File: src/sarro_pkg.sv
// Constants and types shared by both ends of the serial converter readout link
package sarro_pkg;
	localparam int unsigned CNT_W = 5;
	localparam int unsigned FRAME_BITS = 16;
	localparam int unsigned LEAD_ZEROS = 2;
	localparam logic [CNT_W-1:0] FRAME_EDGES = 5'h10;
	localparam logic [CNT_W-1:0] GLITCH_EDGES = 5'h02;
	localparam logic [CNT_W-1:0] PD_EDGES = 5'h0a;
	// Host clock divider timing
	localparam int unsigned CLK_PERIOD_NS = 50;
	localparam int unsigned SCLK_PERIOD_NS = 400;
	localparam int unsigned QUIET_NS = 100;
	localparam int unsigned DIV_W = 4;
	localparam logic [DIV_W-1:0] HALF_CYCLES = DIV_W'(SCLK_PERIOD_NS / (2 * CLK_PERIOD_NS));
	localparam logic [DIV_W-1:0] QUIET_CYCLES =
		DIV_W'((QUIET_NS + CLK_PERIOD_NS - 1) / CLK_PERIOD_NS);
	// Select lead before the first fall: one serial clock period
	localparam logic [DIV_W-1:0] LEAD_CYCLES = DIV_W'(SCLK_PERIOD_NS / CLK_PERIOD_NS);
	typedef enum logic [1:0] {
		SARRO_PWR_NORMAL,
		SARRO_PWR_PARTIAL,
		SARRO_PWR_FULL
	} sarro_power_type;
endpackage

File: src/sarro_link_if.sv
// Link between converter end and host end
`timescale 1ns/10ps
`default_nettype none
interface sarro_link_if;
	logic conv_sel_b;
	logic ser_clk;
	logic serial_result_out;
	logic serial_result_oe;
	logic line_level;
	// Released line reads high through a pull-up
	assign line_level = serial_result_oe ? serial_result_out : 1'b1;
	modport adc (
		input conv_sel_b,
		input ser_clk,
		output serial_result_out,
		output serial_result_oe
	);
	modport host (
		output conv_sel_b,
		output ser_clk,
		input line_level
	);
endinterface
`default_nettype wire

File: src/sarro_adc_end.sv
// Converter end: conversion sequencing, serial shift-out and power modes
`timescale 1ns/10ps
`default_nettype none
// Pin sampler: settles an outside pin and finds its edges
module sarro_pin_sync #(
	parameter logic IDLE_LEVEL = 1'b1
) (
	input wire logic clk,
	input wire logic rst_b,
	input wire logic pin,
	output logic fall,
	output logic rise
);
	logic stage1;
	logic stage2;
	logic stage3;

	// Two settling flops, a third for edges; idle reset avoids false edges
	always_ff @(posedge clk or negedge rst_b) begin
		if (!rst_b) begin
			stage1 <= IDLE_LEVEL;
			stage2 <= IDLE_LEVEL;
			stage3 <= IDLE_LEVEL;
		end else begin
			stage1 <= pin;
			stage2 <= stage1;
			stage3 <= stage2;
		end
	end

	// Edges taken from settled samples only
	assign fall = stage3 & ~stage2;
	assign rise = ~stage3 & stage2;
endmodule // sarro_pin_sync

module sarro_adc_end #(
	parameter int unsigned RES_BITS = 12
) (
	input wire logic clk,
	input wire logic rst_b,
	sarro_link_if.adc link,
	input wire logic [RES_BITS-1:0] analog_level,
	output logic [RES_BITS-1:0] result_data,
	output logic result_valid,
	output logic tracking,
	output logic frame_active,
	output sarro_pkg::sarro_power_type power_mode
);
	// Counts derived from the result width
	localparam logic [sarro_pkg::CNT_W-1:0] CONV_EDGES =
		sarro_pkg::CNT_W'(RES_BITS + 2);
	localparam logic [sarro_pkg::CNT_W-1:0] TRACK_EDGES =
		sarro_pkg::CNT_W'(RES_BITS + 1);
	localparam int unsigned TRAIL_ZEROS =
		sarro_pkg::FRAME_BITS - sarro_pkg::LEAD_ZEROS - RES_BITS;

	// Link pins pass two flops before any logic sees them
	logic sel_fall;
	logic sel_rise;
	logic sck_fall;
	logic sck_rise;

	// Select pin, idles high
	sarro_pin_sync #(
		.IDLE_LEVEL(1'b1)
	) u_sarro_pin_sync_sel (
		.clk(clk),
		.rst_b(rst_b),
		.pin(link.conv_sel_b),
		.fall(sel_fall),
		.rise(sel_rise)
	);

	// Serial clock pin, idles high
	sarro_pin_sync #(
		.IDLE_LEVEL(1'b1)
	) u_sarro_pin_sync_sck (
		.clk(clk),
		.rst_b(rst_b),
		.pin(link.ser_clk),
		.fall(sck_fall),
		.rise(sck_rise)
	);

	// Frame state
	logic [sarro_pkg::FRAME_BITS-1:0] shreg;
	logic [sarro_pkg::CNT_W-1:0] edge_cnt;
	logic [RES_BITS-1:0] held_level;
	logic waking;
	logic dout;
	logic dout_oe;
	logic [sarro_pkg::FRAME_BITS-1:0] next_shreg;
	logic [sarro_pkg::CNT_W-1:0] next_edge_cnt;
	logic [RES_BITS-1:0] next_held_level;
	logic next_waking;
	logic next_dout;
	logic next_dout_oe;
	logic next_frame_active;
	logic next_tracking;
	logic [RES_BITS-1:0] next_result_data;
	logic next_result_valid;
	sarro_pkg::sarro_power_type next_power_mode;
	logic [sarro_pkg::CNT_W-1:0] edge_inc;

	assign edge_inc = edge_cnt + sarro_pkg::CNT_W'(1);

	// Next-state computation for the whole frame sequencer
	always_comb begin
		next_shreg = shreg;
		next_edge_cnt = edge_cnt;
		next_held_level = held_level;
		next_waking = waking;
		next_dout = dout;
		next_dout_oe = dout_oe;
		next_frame_active = frame_active;
		next_tracking = tracking;
		next_result_data = result_data;
		next_result_valid = 1'b0;
		next_power_mode = power_mode;
		if (sel_rise) begin
			// Select high: release line, back to track
			next_dout_oe = 1'b0;
			next_frame_active = 1'b0;
			next_tracking = 1'b1;
			if (frame_active) begin
				// Wake frame: long one powers up, short one powers fully down
				if (waking) begin
					next_waking = 1'b0;
					if (edge_cnt >= sarro_pkg::PD_EDGES) begin
						next_power_mode = sarro_pkg::SARRO_PWR_NORMAL;
					end else begin
						next_power_mode = sarro_pkg::SARRO_PWR_FULL;
					end
				end else if (edge_cnt < CONV_EDGES) begin
					// Conversion cut short: aborted, line released by this select rise
					if (edge_cnt >= sarro_pkg::GLITCH_EDGES &&
						edge_cnt < sarro_pkg::PD_EDGES) begin
						next_power_mode = sarro_pkg::SARRO_PWR_PARTIAL;
					end
				end
			end
		end else if (sel_fall) begin
			// Sample, hold and present first leading zero
			next_held_level = analog_level;
			next_tracking = 1'b0;
			next_frame_active = 1'b1;
			next_edge_cnt = '0;
			next_dout_oe = 1'b1;
			next_dout = 1'b0;
			next_waking = (power_mode != sarro_pkg::SARRO_PWR_NORMAL);
			// Wake frames shift zeros only and give no result
			if (power_mode != sarro_pkg::SARRO_PWR_NORMAL) begin
				next_shreg = '0;
			end else begin
				next_shreg = {{sarro_pkg::LEAD_ZEROS{1'b0}}, analog_level,
					{TRAIL_ZEROS{1'b0}}};
			end
		end else if (frame_active && sck_fall && edge_cnt != sarro_pkg::FRAME_EDGES) begin
			// Each serial clock fall up to the sixteenth advances conversion and shifts a bit
			next_edge_cnt = edge_inc;
			next_shreg = {shreg[sarro_pkg::FRAME_BITS-2:0], 1'b0};
			next_dout = shreg[sarro_pkg::FRAME_BITS-2];
			if (edge_inc == sarro_pkg::FRAME_EDGES) begin
				next_dout_oe = 1'b0;
				if (waking) begin
					next_waking = 1'b0;
					next_power_mode = sarro_pkg::SARRO_PWR_NORMAL;
				end
			end
			if (edge_inc == CONV_EDGES && !waking) begin
				next_result_data = held_level;
				next_result_valid = 1'b1;
			end
		end else if (frame_active && sck_rise && !tracking && edge_cnt >= TRACK_EDGES) begin
			// Rising edge after fall RES_BITS+1, one fall before the result, returns to track
			next_tracking = 1'b1;
		end
	end

	// Frame state registers
	always_ff @(posedge clk or negedge rst_b) begin
		if (!rst_b) begin
			shreg <= '0;
			edge_cnt <= '0;
			held_level <= '0;
			waking <= 1'b0;
			dout <= 1'b0;
			dout_oe <= 1'b0;
			frame_active <= 1'b0;
			tracking <= 1'b1;
			result_data <= '0;
			result_valid <= 1'b0;
			power_mode <= sarro_pkg::SARRO_PWR_NORMAL;
		end else begin
			shreg <= next_shreg;
			edge_cnt <= next_edge_cnt;
			held_level <= next_held_level;
			waking <= next_waking;
			dout <= next_dout;
			dout_oe <= next_dout_oe;
			frame_active <= next_frame_active;
			tracking <= next_tracking;
			result_data <= next_result_data;
			result_valid <= next_result_valid;
			power_mode <= next_power_mode;
		end
	end

	// Line drive straight from flops
	assign link.serial_result_out = dout;
	assign link.serial_result_oe = dout_oe;
endmodule // sarro_adc_end
`default_nettype wire

File: src/flat_wrapper.sv
// flat-port wrapper written by rule: the top's interface ports become plain ports
module sarro_adc_end_flat 
#(
	parameter int unsigned RES_BITS = 12
)
  (clk, rst_b, analog_level, result_data, result_valid, tracking, frame_active, power_mode, link_conv_sel_b, link_ser_clk, link_serial_result_out, link_serial_result_oe);
  sarro_link_if link_i ();
  input wire logic clk;
  input wire logic rst_b;
  input wire logic [RES_BITS-1:0] analog_level;
  output logic [RES_BITS-1:0] result_data;
  output logic result_valid;
  output logic tracking;
  output logic frame_active;
  output sarro_pkg::sarro_power_type power_mode;
  input wire logic [$bits(link_i.conv_sel_b)-1:0] link_conv_sel_b;
  input wire logic [$bits(link_i.ser_clk)-1:0] link_ser_clk;
  output wire logic [$bits(link_i.serial_result_out)-1:0] link_serial_result_out;
  output wire logic [$bits(link_i.serial_result_oe)-1:0] link_serial_result_oe;
  assign link_i.conv_sel_b = link_conv_sel_b;
  assign link_i.ser_clk = link_ser_clk;
  assign link_serial_result_out = link_i.serial_result_out;
  assign link_serial_result_oe = link_i.serial_result_oe;
  sarro_adc_end #(.RES_BITS(RES_BITS)) u_core (.clk(clk), .rst_b(rst_b), .link(link_i), .analog_level(analog_level), .result_data(result_data), .result_valid(result_valid), .tracking(tracking), .frame_active(frame_active), .power_mode(power_mode));
endmodule
File: config.mk
export PLATFORM = sky130hd
export DESIGN_NAME = sarro_adc_end_flat
export DESIGN_NICKNAME = d
export VERILOG_FILES = /design/src/sarro_pkg.sv /design/src/sarro_link_if.sv /design/src/sarro_adc_end.sv /design/src/flat_wrapper.sv
export SDC_FILE = /design/constraint.sdc
export NUM_CORES = 1
export LEC_CHECK = 0
export BUFFER_PORTS_ARGS = -buffer_cell sky130_fd_sc_hd__buf_2
export CORE_MARGIN = 4
export CORE_UTILIZATION = 45
export DETAILED_ROUTE_END_ITERATION = 16
export GPL_TIMING_DRIVEN = 0
export PLACE_DENSITY_LB_ADDON = 0.1
export SLEW_MARGIN = 20
export SYNTH_ARGS = -nofsm -noshare
export SYNTH_HDL_FRONTEND = slang
export SYNTH_SLANG_ARGS = --single-unit
export TNS_END_PERCENT = 1
File: constraint.sdc
create_clock -name clk -period 3.6 [get_ports clk]
set_input_delay 0 -clock clk [delete_from_list [all_inputs] [get_ports clk]]
set_output_delay 0 -clock clk [all_outputs]
set_load 0.01 [all_outputs]
==> impl_metrics.csv, run 1 <==
group,metric,value,unit
run_status,status,"completed",
clocking,cts.sinks,56,
sta,final_max_slew_viol_count,0,
placed_design,place_ws,1150,ps
clocking,htreeDepth,2,
grt,grt_max_degree,57,
floorplan,die_x,84.1,µm
routing,wire_per_inst,13.7,µm
sta,rsz0062_at_grt,"no",
sta,slew_headroom,0.537,
routing,drc_errors,0,
synth,yosys-top-cells-area,"dfrtp_1, dfstp_2, mux2_2, mux2_4, o21ai_0",
critical_path,crit_family,"simple AND/OR/NAND/NOR gates",
critical_path,crit_path_top_delay_cell,"dfstp_2",
synth,synth_nets,248,
sta,finalCritPeriodShare,0.682,
clocking,cts_resized,0,
synth,synth_seq_cells,56,
critical_path,crit_required,3780,ps
critical_path,cp_num_buf_inv,4,
finish,area_growth_syn_to_layout,19.3,%
floorplan,io_pins,35,
sta,fin_tns_setup,0,ps
floorplan,start_util,0.468,
critical_path,cp-end-kind,"register",
finish,final_common_cell,"dfrtp_1",
sta,clock_skew,10.2,ps
clocking,cts_buffer_depth,2,
power_and_ir_drop,max-vdd-ir-drop,0.000265,V
finish,fill_cells,522,
grt,grt-ovfl-total,0,
synth,synth_area,2610,µm²
synth,synth_top_area_cell,"dfrtp_1",
critical_path,path_max_fanout,10,
clocking,clk_latency,300,ps
routing,via_per_inst,4.93,
critical_path,r2r-start,"u_core.u_sarro_pin_sync_sel.stage2",
routing,via_count,1749,
routing,first_pass_iters,4,
placed_design,io_buffers,34,
critical_path,max_stage_delay,560,ps
finish,finalNonFillerCells,355,
critical_path,start_kind,"register",
grt,grt_use_total,0.145,
finish,fin_nets,304,
floorplan,die_area,7070,µm²
placed_design,place.gp.congestion,0.817,
job,drv_cap,0,
synth,ys_types,49,
grt,grt_pass1_wl,8490,µm
grt,antenna_found_initial,0,
grt,grt_pass1_vias,1783,
synth,synthArstFlopShare,1.00,
synth,ys_seq_area_frac,0.541,
critical_path,r2r_cells,8,
synth,yosysWarnings,0,
sta,final_hold_viol_count,0,
placed_design,place_hpwl,3360,µm
clocking,numCtsBuffers,5,
min_path,hold_class,"in -> async",
routing,wl,4850,µm
clocking,clk_pin_slew,100,ps
sta,setup_violations,0,
synth,synth_edf_count,0,
sta,tightest_slew,695,ps
synth,syn_avg_cell_area,11.5,µm²
clocking,cts-root-buf,"clkbuf_8",
critical_path,worstSetupPathType,"reg -> reg",
floorplan,die_y,84.1,µm
finish,drive_above_1_share,0.314,
floorplan,num_rows,27,
critical_path,reg2reg_setup_slack,1150,ps
synth,synth-main-ff-cell,"dfrtp_1",
sta,fin_ws,1150,ps
clocking,cts_tree,"yes",
routing,dr.first_iter.drc_count,57,
sta,period_minus_slack,2450,ps
placed_design,dpl.cell_count,332,
floorplan,core,5570,µm²
power_and_ir_drop,p_per_area,405,nW/µm²
sta,maxClockFrequency,407,MHz
clocking,post_cts_buffers,0,
routing,antenna_left,0,
finish,layout_common_cells,"dfrtp_1, buf_2, inv_1",
critical_path,r2r_end,"u_core.result_data[5]",
critical_path,cp.arrival,2640,ps
synth,synth_top_area_frac,0.470,
critical_path,cp_cell_sequence,"inv_1, ha_1, buf_4, nor4_4, and3_1, buf_6, buf_12, mux2_4",
synth,synthCells,226,
finish,diodes,0,
power_and_ir_drop,p_leak,1.46,nW
clocking,ctsHoldBuffers,15,
==> metal layers <==
metal / track usage / up-vias / wire length [µm]
li1: - / 879 / -
met2: 0.222 / 27 / 2180
met3: 0.0296 / 2 / 187
met5: 0 / - / 0
met4: 0.0336 / 0 / 25
met1: 0.211 / 841 / 2450
==> synthesized netlist by cell type (all sizes together), types with 4 or more instances <==
cell,number
o21ai,22
inv,29
nor2b,4
mux2,23
clkbuf,5
nand2,19
ha,6
o22ai,11
buf,8
dfstp,7
dfrtp,49
==> flip-flops by register name (all words and copies together), names as in the netlist, 2 cells and up <==
name / count
u_core.shreg: 13
u_core.power_mode: 2
u_core.held_level: 12
u_core.result_data: 12
u_core.edge_cnt: 5
==> worst register-to-register path, cell delays in order, from the launching register on <==
cell and delay [ps]:
dfstp_2 560, inv_1 40, ha_1 190, buf_4 160
nor4_4 540, and3_1 280, buf_6 130, buf_12 140
mux2_4 310
==> per-stage QoR <==
stage	area [µm²]	util	hold slack [ps]	power, W
finish	3110	0.558	287	0.00126
CTS	3110	0.558	313	0.00128
detailed placement	2870	0.515	98.6	0.000918
floorplan	2610	-	-296	0.000851
global placement	2870	0.514	105	0.000915
global route	3110	0.558	344	0.00133
==> logic make-up after synthesis <==
family / synth area share
AO/OA/AOI/OAI: 0.117
multiplexers: 0.116
adder cells (fa/ha/maj): 0.0288
AND/OR/NAND/NOR: 0.107
flip-flops: 0.541
buffers and inverters: 0.0763
XOR/XNOR: 0.0134
==> cell type report <==
class / instances / area, µm² / area share
buffer: 13 / 90.1 / 0.0290
clock buffer: 8 / 90.1 / 0.0290
inverter: 29 / 109 / 0.0350
multi-input combinational: 128 / 997 / 0.321
sequential: 56 / 1410 / 0.454
tap: 72 / 90.1 / 0.0290
timing repair buffer: 49 / 323 / 0.104
==> how the worst max path moves through the flow <==
stage / startpoint / end / slack [ps] / cells after the start
final: u_core.u_sarro_pin_sync_sel.stage2 / u_core.result_data[5] / 1150 / 8
after global routing: u_core.u_sarro_pin_sync_sel.stage2 / u_core.result_data[4] / 1030 / 8
after CTS: u_core.u_sarro_pin_sync_sel.stage2 / u_core.result_data[4] / 1130 / 8
after detailed placement: u_core.u_sarro_pin_sync_sel.stage2 / u_core.result_data[9] / 1150 / 8
after global placement: u_core.u_sarro_pin_sync_sel.stage2 / u_core.result_data[5] / 1170 / 8
after floorplan: u_core.u_sarro_pin_sync_sel.stage2 / u_core.result_data[11] / 1410 / 8
==> report_power, final <==
| group | switching [W] | total (W) | internal, W |
|---|---|---|---|
| clock network | 0.000186 | 0.000344 | 0.000157 |
| registers | 0.0000437 | 0.000725 | 0.000681 |
| logic | 0.0000998 | 0.000190 | 0.0000905 |
| total | 0.000330 | 0.00126 | 0.000929 |
(Power assumes the default switching activity.)
==> run 2, diff against run 1 <==
- clock period: 3.6 -> 2.05 ns (I/O delays scaled with it)
==> run 2 against run 1 <==
  * First-iteration DRC count grew 65%
  * Global-route usage up 1.3 points
  * Via count increased by 3.1%
  * Largest power group unchanged
==> impl_metrics.csv, run 2 (synthesis results as in run 1) <==
group,metric,value,unit
finish,fin_util,0.587,
placed_design,io_buffers,34,
routing,antenna_left,0,
clocking,clk_latency,310,ps
finish,layout_common_cells,"dfrtp_1, buf_2, inv_1",
sta,period_minus_slack,2030,ps
critical_path,cp_cell_sequence,"inv_2, ha_4, and4bb_4, nor4_4, and3_1, buf_6, buf_12, mux2_4",
grt,grt-ovfl-total,0,
critical_path,cp.arrival,2240,ps
sta,slew_headroom,0.529,
grt,antenna_found_initial,0,
grt,use_met3,0.0346,
finish,final_common_cell,"dfrtp_1",
critical_path,crit_path_top_delay_cell,"dfrtp_2",
min_path,hold_class,"in -> async",
sta,final_hold_viol_count,0,
job,drv_cap,0,
critical_path,crit_family,"simple AND/OR/NAND/NOR gates",
placed_design,postPlaceCellArea,2870,µm²
clocking,cts-root-buf,"clkbuf_8",
floorplan,die_area,7070,µm²
critical_path,start_kind,"register",
clocking,numCtsBuffers,5,
floorplan,die_y,84.1,µm
floorplan,num_rows,27,
grt,grt_pass1_wl,9030,µm
routing,first_pass_iters,4,
placed_design,place.gp.congestion,0.839,
floorplan,core,5570,µm²
floorplan,start_util,0.468,
sta,finalCritPeriodShare,0.992,
sta,tightest_slew,706,ps
finish,fin_nets,312,
critical_path,worstSetupPathType,"reg -> reg",
grt,grt_max_degree,57,
routing,drc_errors,0,
grt,top_usage_layer,"met2",
power_and_ir_drop,max-vdd-ir-drop,0.000340,V
clocking,clk_pin_slew,110,ps
routing,via_per_inst,4.97,
finish,area_growth_syn_to_layout,25.6,%
routing,via_count,1804,
grt,met1_usage,0.225,
grt,grt_util_met2,0.247,
critical_path,reg2reg_setup_slack,20,ps
sta,final_max_slew_viol_count,0,
placed_design,place_hpwl,3440,µm
finish,regMostFlops,"u_core.shreg",
critical_path,cp_num_buf_inv,3,
clocking,cts_tree,"yes",
critical_path,max_stage_delay,420,ps
routing,wire_per_inst,14.7,µm
sta,setup_violations,0,
routing,dr.first_iter.drc_count,94,
grt,grt_pass1_vias,1863,
sta,clock_skew,9.67,ps
critical_path,cp-end-kind,"register",
finish,largest_reg_flops,13,
floorplan,die_x,84.1,µm
finish,fill_cells,498,
power_and_ir_drop,p_per_area,716,nW/µm²
sta,rsz0062_at_grt,"yes",
run_status,status,"completed",
finish,final_area,3270,µm²
clocking,cts.sinks,56,
critical_path,path_max_fanout,5,
floorplan,io_pins,35,
clocking,cts_buffer_depth,2,
grt,grt_use_total,0.158,
routing,wl,5330,µm
finish,drive_above_1_share,0.385,
critical_path,crit_required,2250,ps
finish,diodes,0,
clocking,htreeDepth,2,
finish,biggestRegsByFlops,"u_core.shreg x13, u_core.held_level x12, u_core.result_data x12",
sta,maxClockFrequency,492,MHz
power_and_ir_drop,p_leak,1.53,nW
==> run 2: changes by cell type in the layout (fill, tap and decap cells not counted), sizes merged <==
cell    change
buf         +7
clkbuf      -1
clkinv      +1
inv         +1
==> run 2: layout make-up <==
cell class | count | area (µm²) | share of cell area
sequential | 56 | 1410 | 0.432
multi-input combinational | 128 | 1060 | 0.323
timing repair buffer | 58 | 414 | 0.127
inverter | 29 | 109 | 0.0333
buffer | 12 | 93.8 | 0.0287
tap | 72 | 90.1 | 0.0275
clock buffer | 6 | 82.6 | 0.0252
clock inverter | 2 | 13.8 | 0.00420
==> run 2: metal layers <==
layer  vias to the layer above  wire (µm)
met5                         -          0
met4                         0         36
met3                         4        197
met2                        34       2440
met1                       872       2650
li1                        894          -
==> run 2: final timing paths <==
check | startpoint | to | cells after the start
min reg2reg | u_core.u_sarro_pin_sync_sel.stage1 | u_core.u_sarro_pin_sync_sel.stage2 | 0
min in group clk | link_ser_clk | u_core.u_sarro_pin_sync_sck.stage1 | 2
max | u_core.edge_cnt[0] | u_core.result_data[5] | 8
min | rst_b | u_core.result_valid | 2
max reg2reg | u_core.edge_cnt[0] | u_core.result_data[5] | 8
max in group asynchronous | rst_b | u_core.edge_cnt[1] | 2
==> run 2: power breakdown <==
part | switching (W) | leakage, nW | total [W] | internal, W
sequential | 0.0000753 | 0.716 | 0.00127 | 0.00120
combinational | 0.000210 | 0.761 | 0.000427 | 0.000217
clock | 0.000365 | 0.0516 | 0.000643 | 0.000277
==> run 2: metrics by stage <==
step           std cells  hold slack (ps)  TNS [ps]  setup WS, ps  power (W)
6_report             363              259         0          15.8    0.00234
5_1_grt              363              327      -758         -65.1    0.00248
4_1_cts              359              298         0          2.74    0.00230
3_5_place_dp         332             97.7     -4200          -332    0.00162
3_3_place_gp         332              105     -4550          -361    0.00161
2_1_floorplan        226             -296      -684         -76.0    0.00150
==> run 2: what timing repair did <==
item	4_1_cts	5_1_grt
pin swaps	2	1
gates cloned	1	0
endpoints found under the setup margin	21	21
hold buffers	15	0
buffers inserted	4	4
gates resized for setup	14	8
hold endpoints to repair	64	0
==> run 2: worst reg2reg max path, delay by kind of cell (launching register included) <==
kind	cells	cell delay (ps)
simple gates	3	720
fa+ha+maj	1	150
flops	1	420
mux	1	300
buf+inv	3	340
==> run 3, diff against run 2 <==
- SETUP_SLACK_MARGIN: unset -> 0.2
==> run 3 against run 2 <==
  * Register-to-register slack barely moved
  * Routed wire length fell by 0.38%
  * Cell count did not move
  * Core utilization rose by 0.43 points
  * Die area did not move
  * Power fell by 1.5%
  * Hold slack barely moved
  * Clock power barely moved
  * Clock skew barely moved
  * Sequential share of layout area fell by 0.31 points
==> impl_metrics.csv, run 3 (synthesis results as in run 1) <==
group,metric,value,unit
finish,layout_common_cells,"dfrtp_1, buf_2, inv_1",
critical_path,worstSetupPathType,"reg -> reg",
grt,grt_pass1_vias,1894,
sta,rsz0062_at_grt,"yes",
critical_path,cp-end-kind,"register",
routing,dr.first_iter.drc_count,92,
finish,area_growth_syn_to_layout,26.5,%
floorplan,die_y,84.1,µm
routing,wire_per_inst,14.6,µm
finish,biggestRegsByFlops,"u_core.shreg x13, u_core.held_level x12, u_core.result_data x12",
clocking,cts.sinks,56,
clocking,htreeDepth,2,
sta,finalCritPeriodShare,0.997,
placed_design,postPlaceCellArea,2870,µm²
clocking,clk_latency,310,ps
clocking,clk_pin_slew,110,ps
routing,antenna_left,0,
grt,antenna_found_initial,0,
clocking,cts-root-buf,"clkbuf_8",
finish,regMostFlops,"u_core.shreg",
floorplan,core,5570,µm²
sta,final_hold_viol_count,0,
finish,diodes,0,
critical_path,crit_required,2250,ps
critical_path,cp_common_cell,"buf_6",
finish,fin_nets,312,
placed_design,io_buffers,34,
critical_path,cp_num_buf_inv,4,
power_and_ir_drop,max-vdd-ir-drop,0.000342,V
finish,drive_above_1_share,0.395,
clocking,numCtsBuffers,5,
job,drv_cap,0,
clocking,cts_tree,"yes",
floorplan,die_x,84.1,µm
grt,grt-ovfl-total,0,
finish,fill_cells,494,
grt,grt_pass1_wl,9170,µm
placed_design,dpl.cell_count,332,
routing,drc_errors,0,
critical_path,path_max_fanout,5,
floorplan,io_pins,35,
routing,first_pass_iters,4,
floorplan,start_util,0.468,
sta,slew_headroom,0.532,
routing,wl,5310,µm
grt,grt_use_total,0.160,
critical_path,start_kind,"register",
placed_design,place_hpwl,3440,µm
floorplan,num_rows,27,
power_and_ir_drop,p_per_area,700,nW/µm²
sta,fin_ws,6.85,ps
sta,final_max_slew_viol_count,0,
placed_design,place_ws,-332,ps
critical_path,cp_cell_sequence,"inv_2, ha_4, buf_6, nor4_4, and3_1, buf_6, buf_12, mux2_4",
placed_design,place.gp.congestion,0.839,
sta,fin_tns_setup,0,ps
grt,grt_max_degree,57,
critical_path,crit_family,"flip-flops",
routing,via_per_inst,4.99,
sta,clock_skew,10.1,ps
floorplan,die_area,7070,µm²
finish,final_area,3300,µm²
run_status,status,"completed",
power_and_ir_drop,p_leak,1.53,nW
critical_path,cp.arrival,2250,ps
sta,setup_violations,0,
clocking,cts_buffer_depth,2,
finish,finalNonFillerCells,363,
finish,final_common_cell,"dfrtp_1",
sta,maxClockFrequency,489,MHz
finish,fin_util,0.591,
routing,via_count,1812,
critical_path,max_stage_delay,550,ps
sta,tightest_slew,703,ps
critical_path,crit_path_top_delay_cell,"dfstp_2",
sta,period_minus_slack,2040,ps
min_path,hold_class,"in -> async",
finish,largest_reg_flops,13,
## run 3: cell counts in the layout (fill, tap and decap cells not counted)
No cell type changed its count.
## run 3: worst paths after layout
check / end / depth (start not counted) / from / slack, ps
setup / recovery: u_core.result_data[5] / 8 / u_core.u_sarro_pin_sync_sel.stage2 / 7
hold / removal: u_core.result_valid / 2 / rst_b / 260
setup reg to reg: u_core.result_data[5] / 8 / u_core.u_sarro_pin_sync_sel.stage2 / 7
hold reg to reg: u_core.u_sarro_pin_sync_sel.stage2 / 0 / u_core.u_sarro_pin_sync_sel.stage1 / 360
max in group asynchronous: u_core.edge_cnt[0] / 2 / rst_b / 1260
min in group clk: u_core.u_sarro_pin_sync_sck.stage1 / 2 / link_ser_clk / 340
## run 3: per-stage QoR
stage          power (W)  hold slack (ps)
2_1_floorplan    0.00150             -296
3_5_place_dp     0.00162             97.7
5_1_grt          0.00245              327
3_3_place_gp     0.00161              105
6_report         0.00231              259
4_1_cts          0.00231              298
## run 3: area by class of cell
type	count	area [µm²]	share of cell area
sequential	56	1410	0.428
timing repair buffer	57	407	0.123
clock inverter	2	13.8	0.00417
multi-input combinational	128	1070	0.324
buffer	13	113	0.0342
inverter	29	109	0.0330
tap	72	90.1	0.0273
clock buffer	6	82.6	0.0250
## run 3: what timing repair did
action / CTS / global route
setup endpoints to repair: 30 / 43
hold buffers: 15 / 0
endpoints found under the hold margin: 64 / 0
buffers inserted: 7 / 0
cloned: 1 / 0
resized for setup: 16 / 16
pin swaps: 2 / 3
## run 3: worst reg2reg max path, cell delays in order, from the launching register on
cell and delay [ps]:
dfstp_2 550, inv_2 50, ha_4 150, buf_6 120
nor4_4 300, and3_1 210, buf_6 140, buf_12 130
mux2_4 300
## run 3: report_power, final
part	switching (W)	total, W	internal [W]
registers	0.0000825	0.00128	0.00120
clock network	0.000368	0.000645	0.000278
logic	0.000190	0.000381	0.000191
## run 3: routing by layer
layer,up-vias,GRT usage,share of wire
met5,-,0,0
met4,0,0.0307,0.0072
met3,4,0.0346,0.037
met2,39,0.253,0.46
met1,879,0.228,0.50
li1,890,-,-
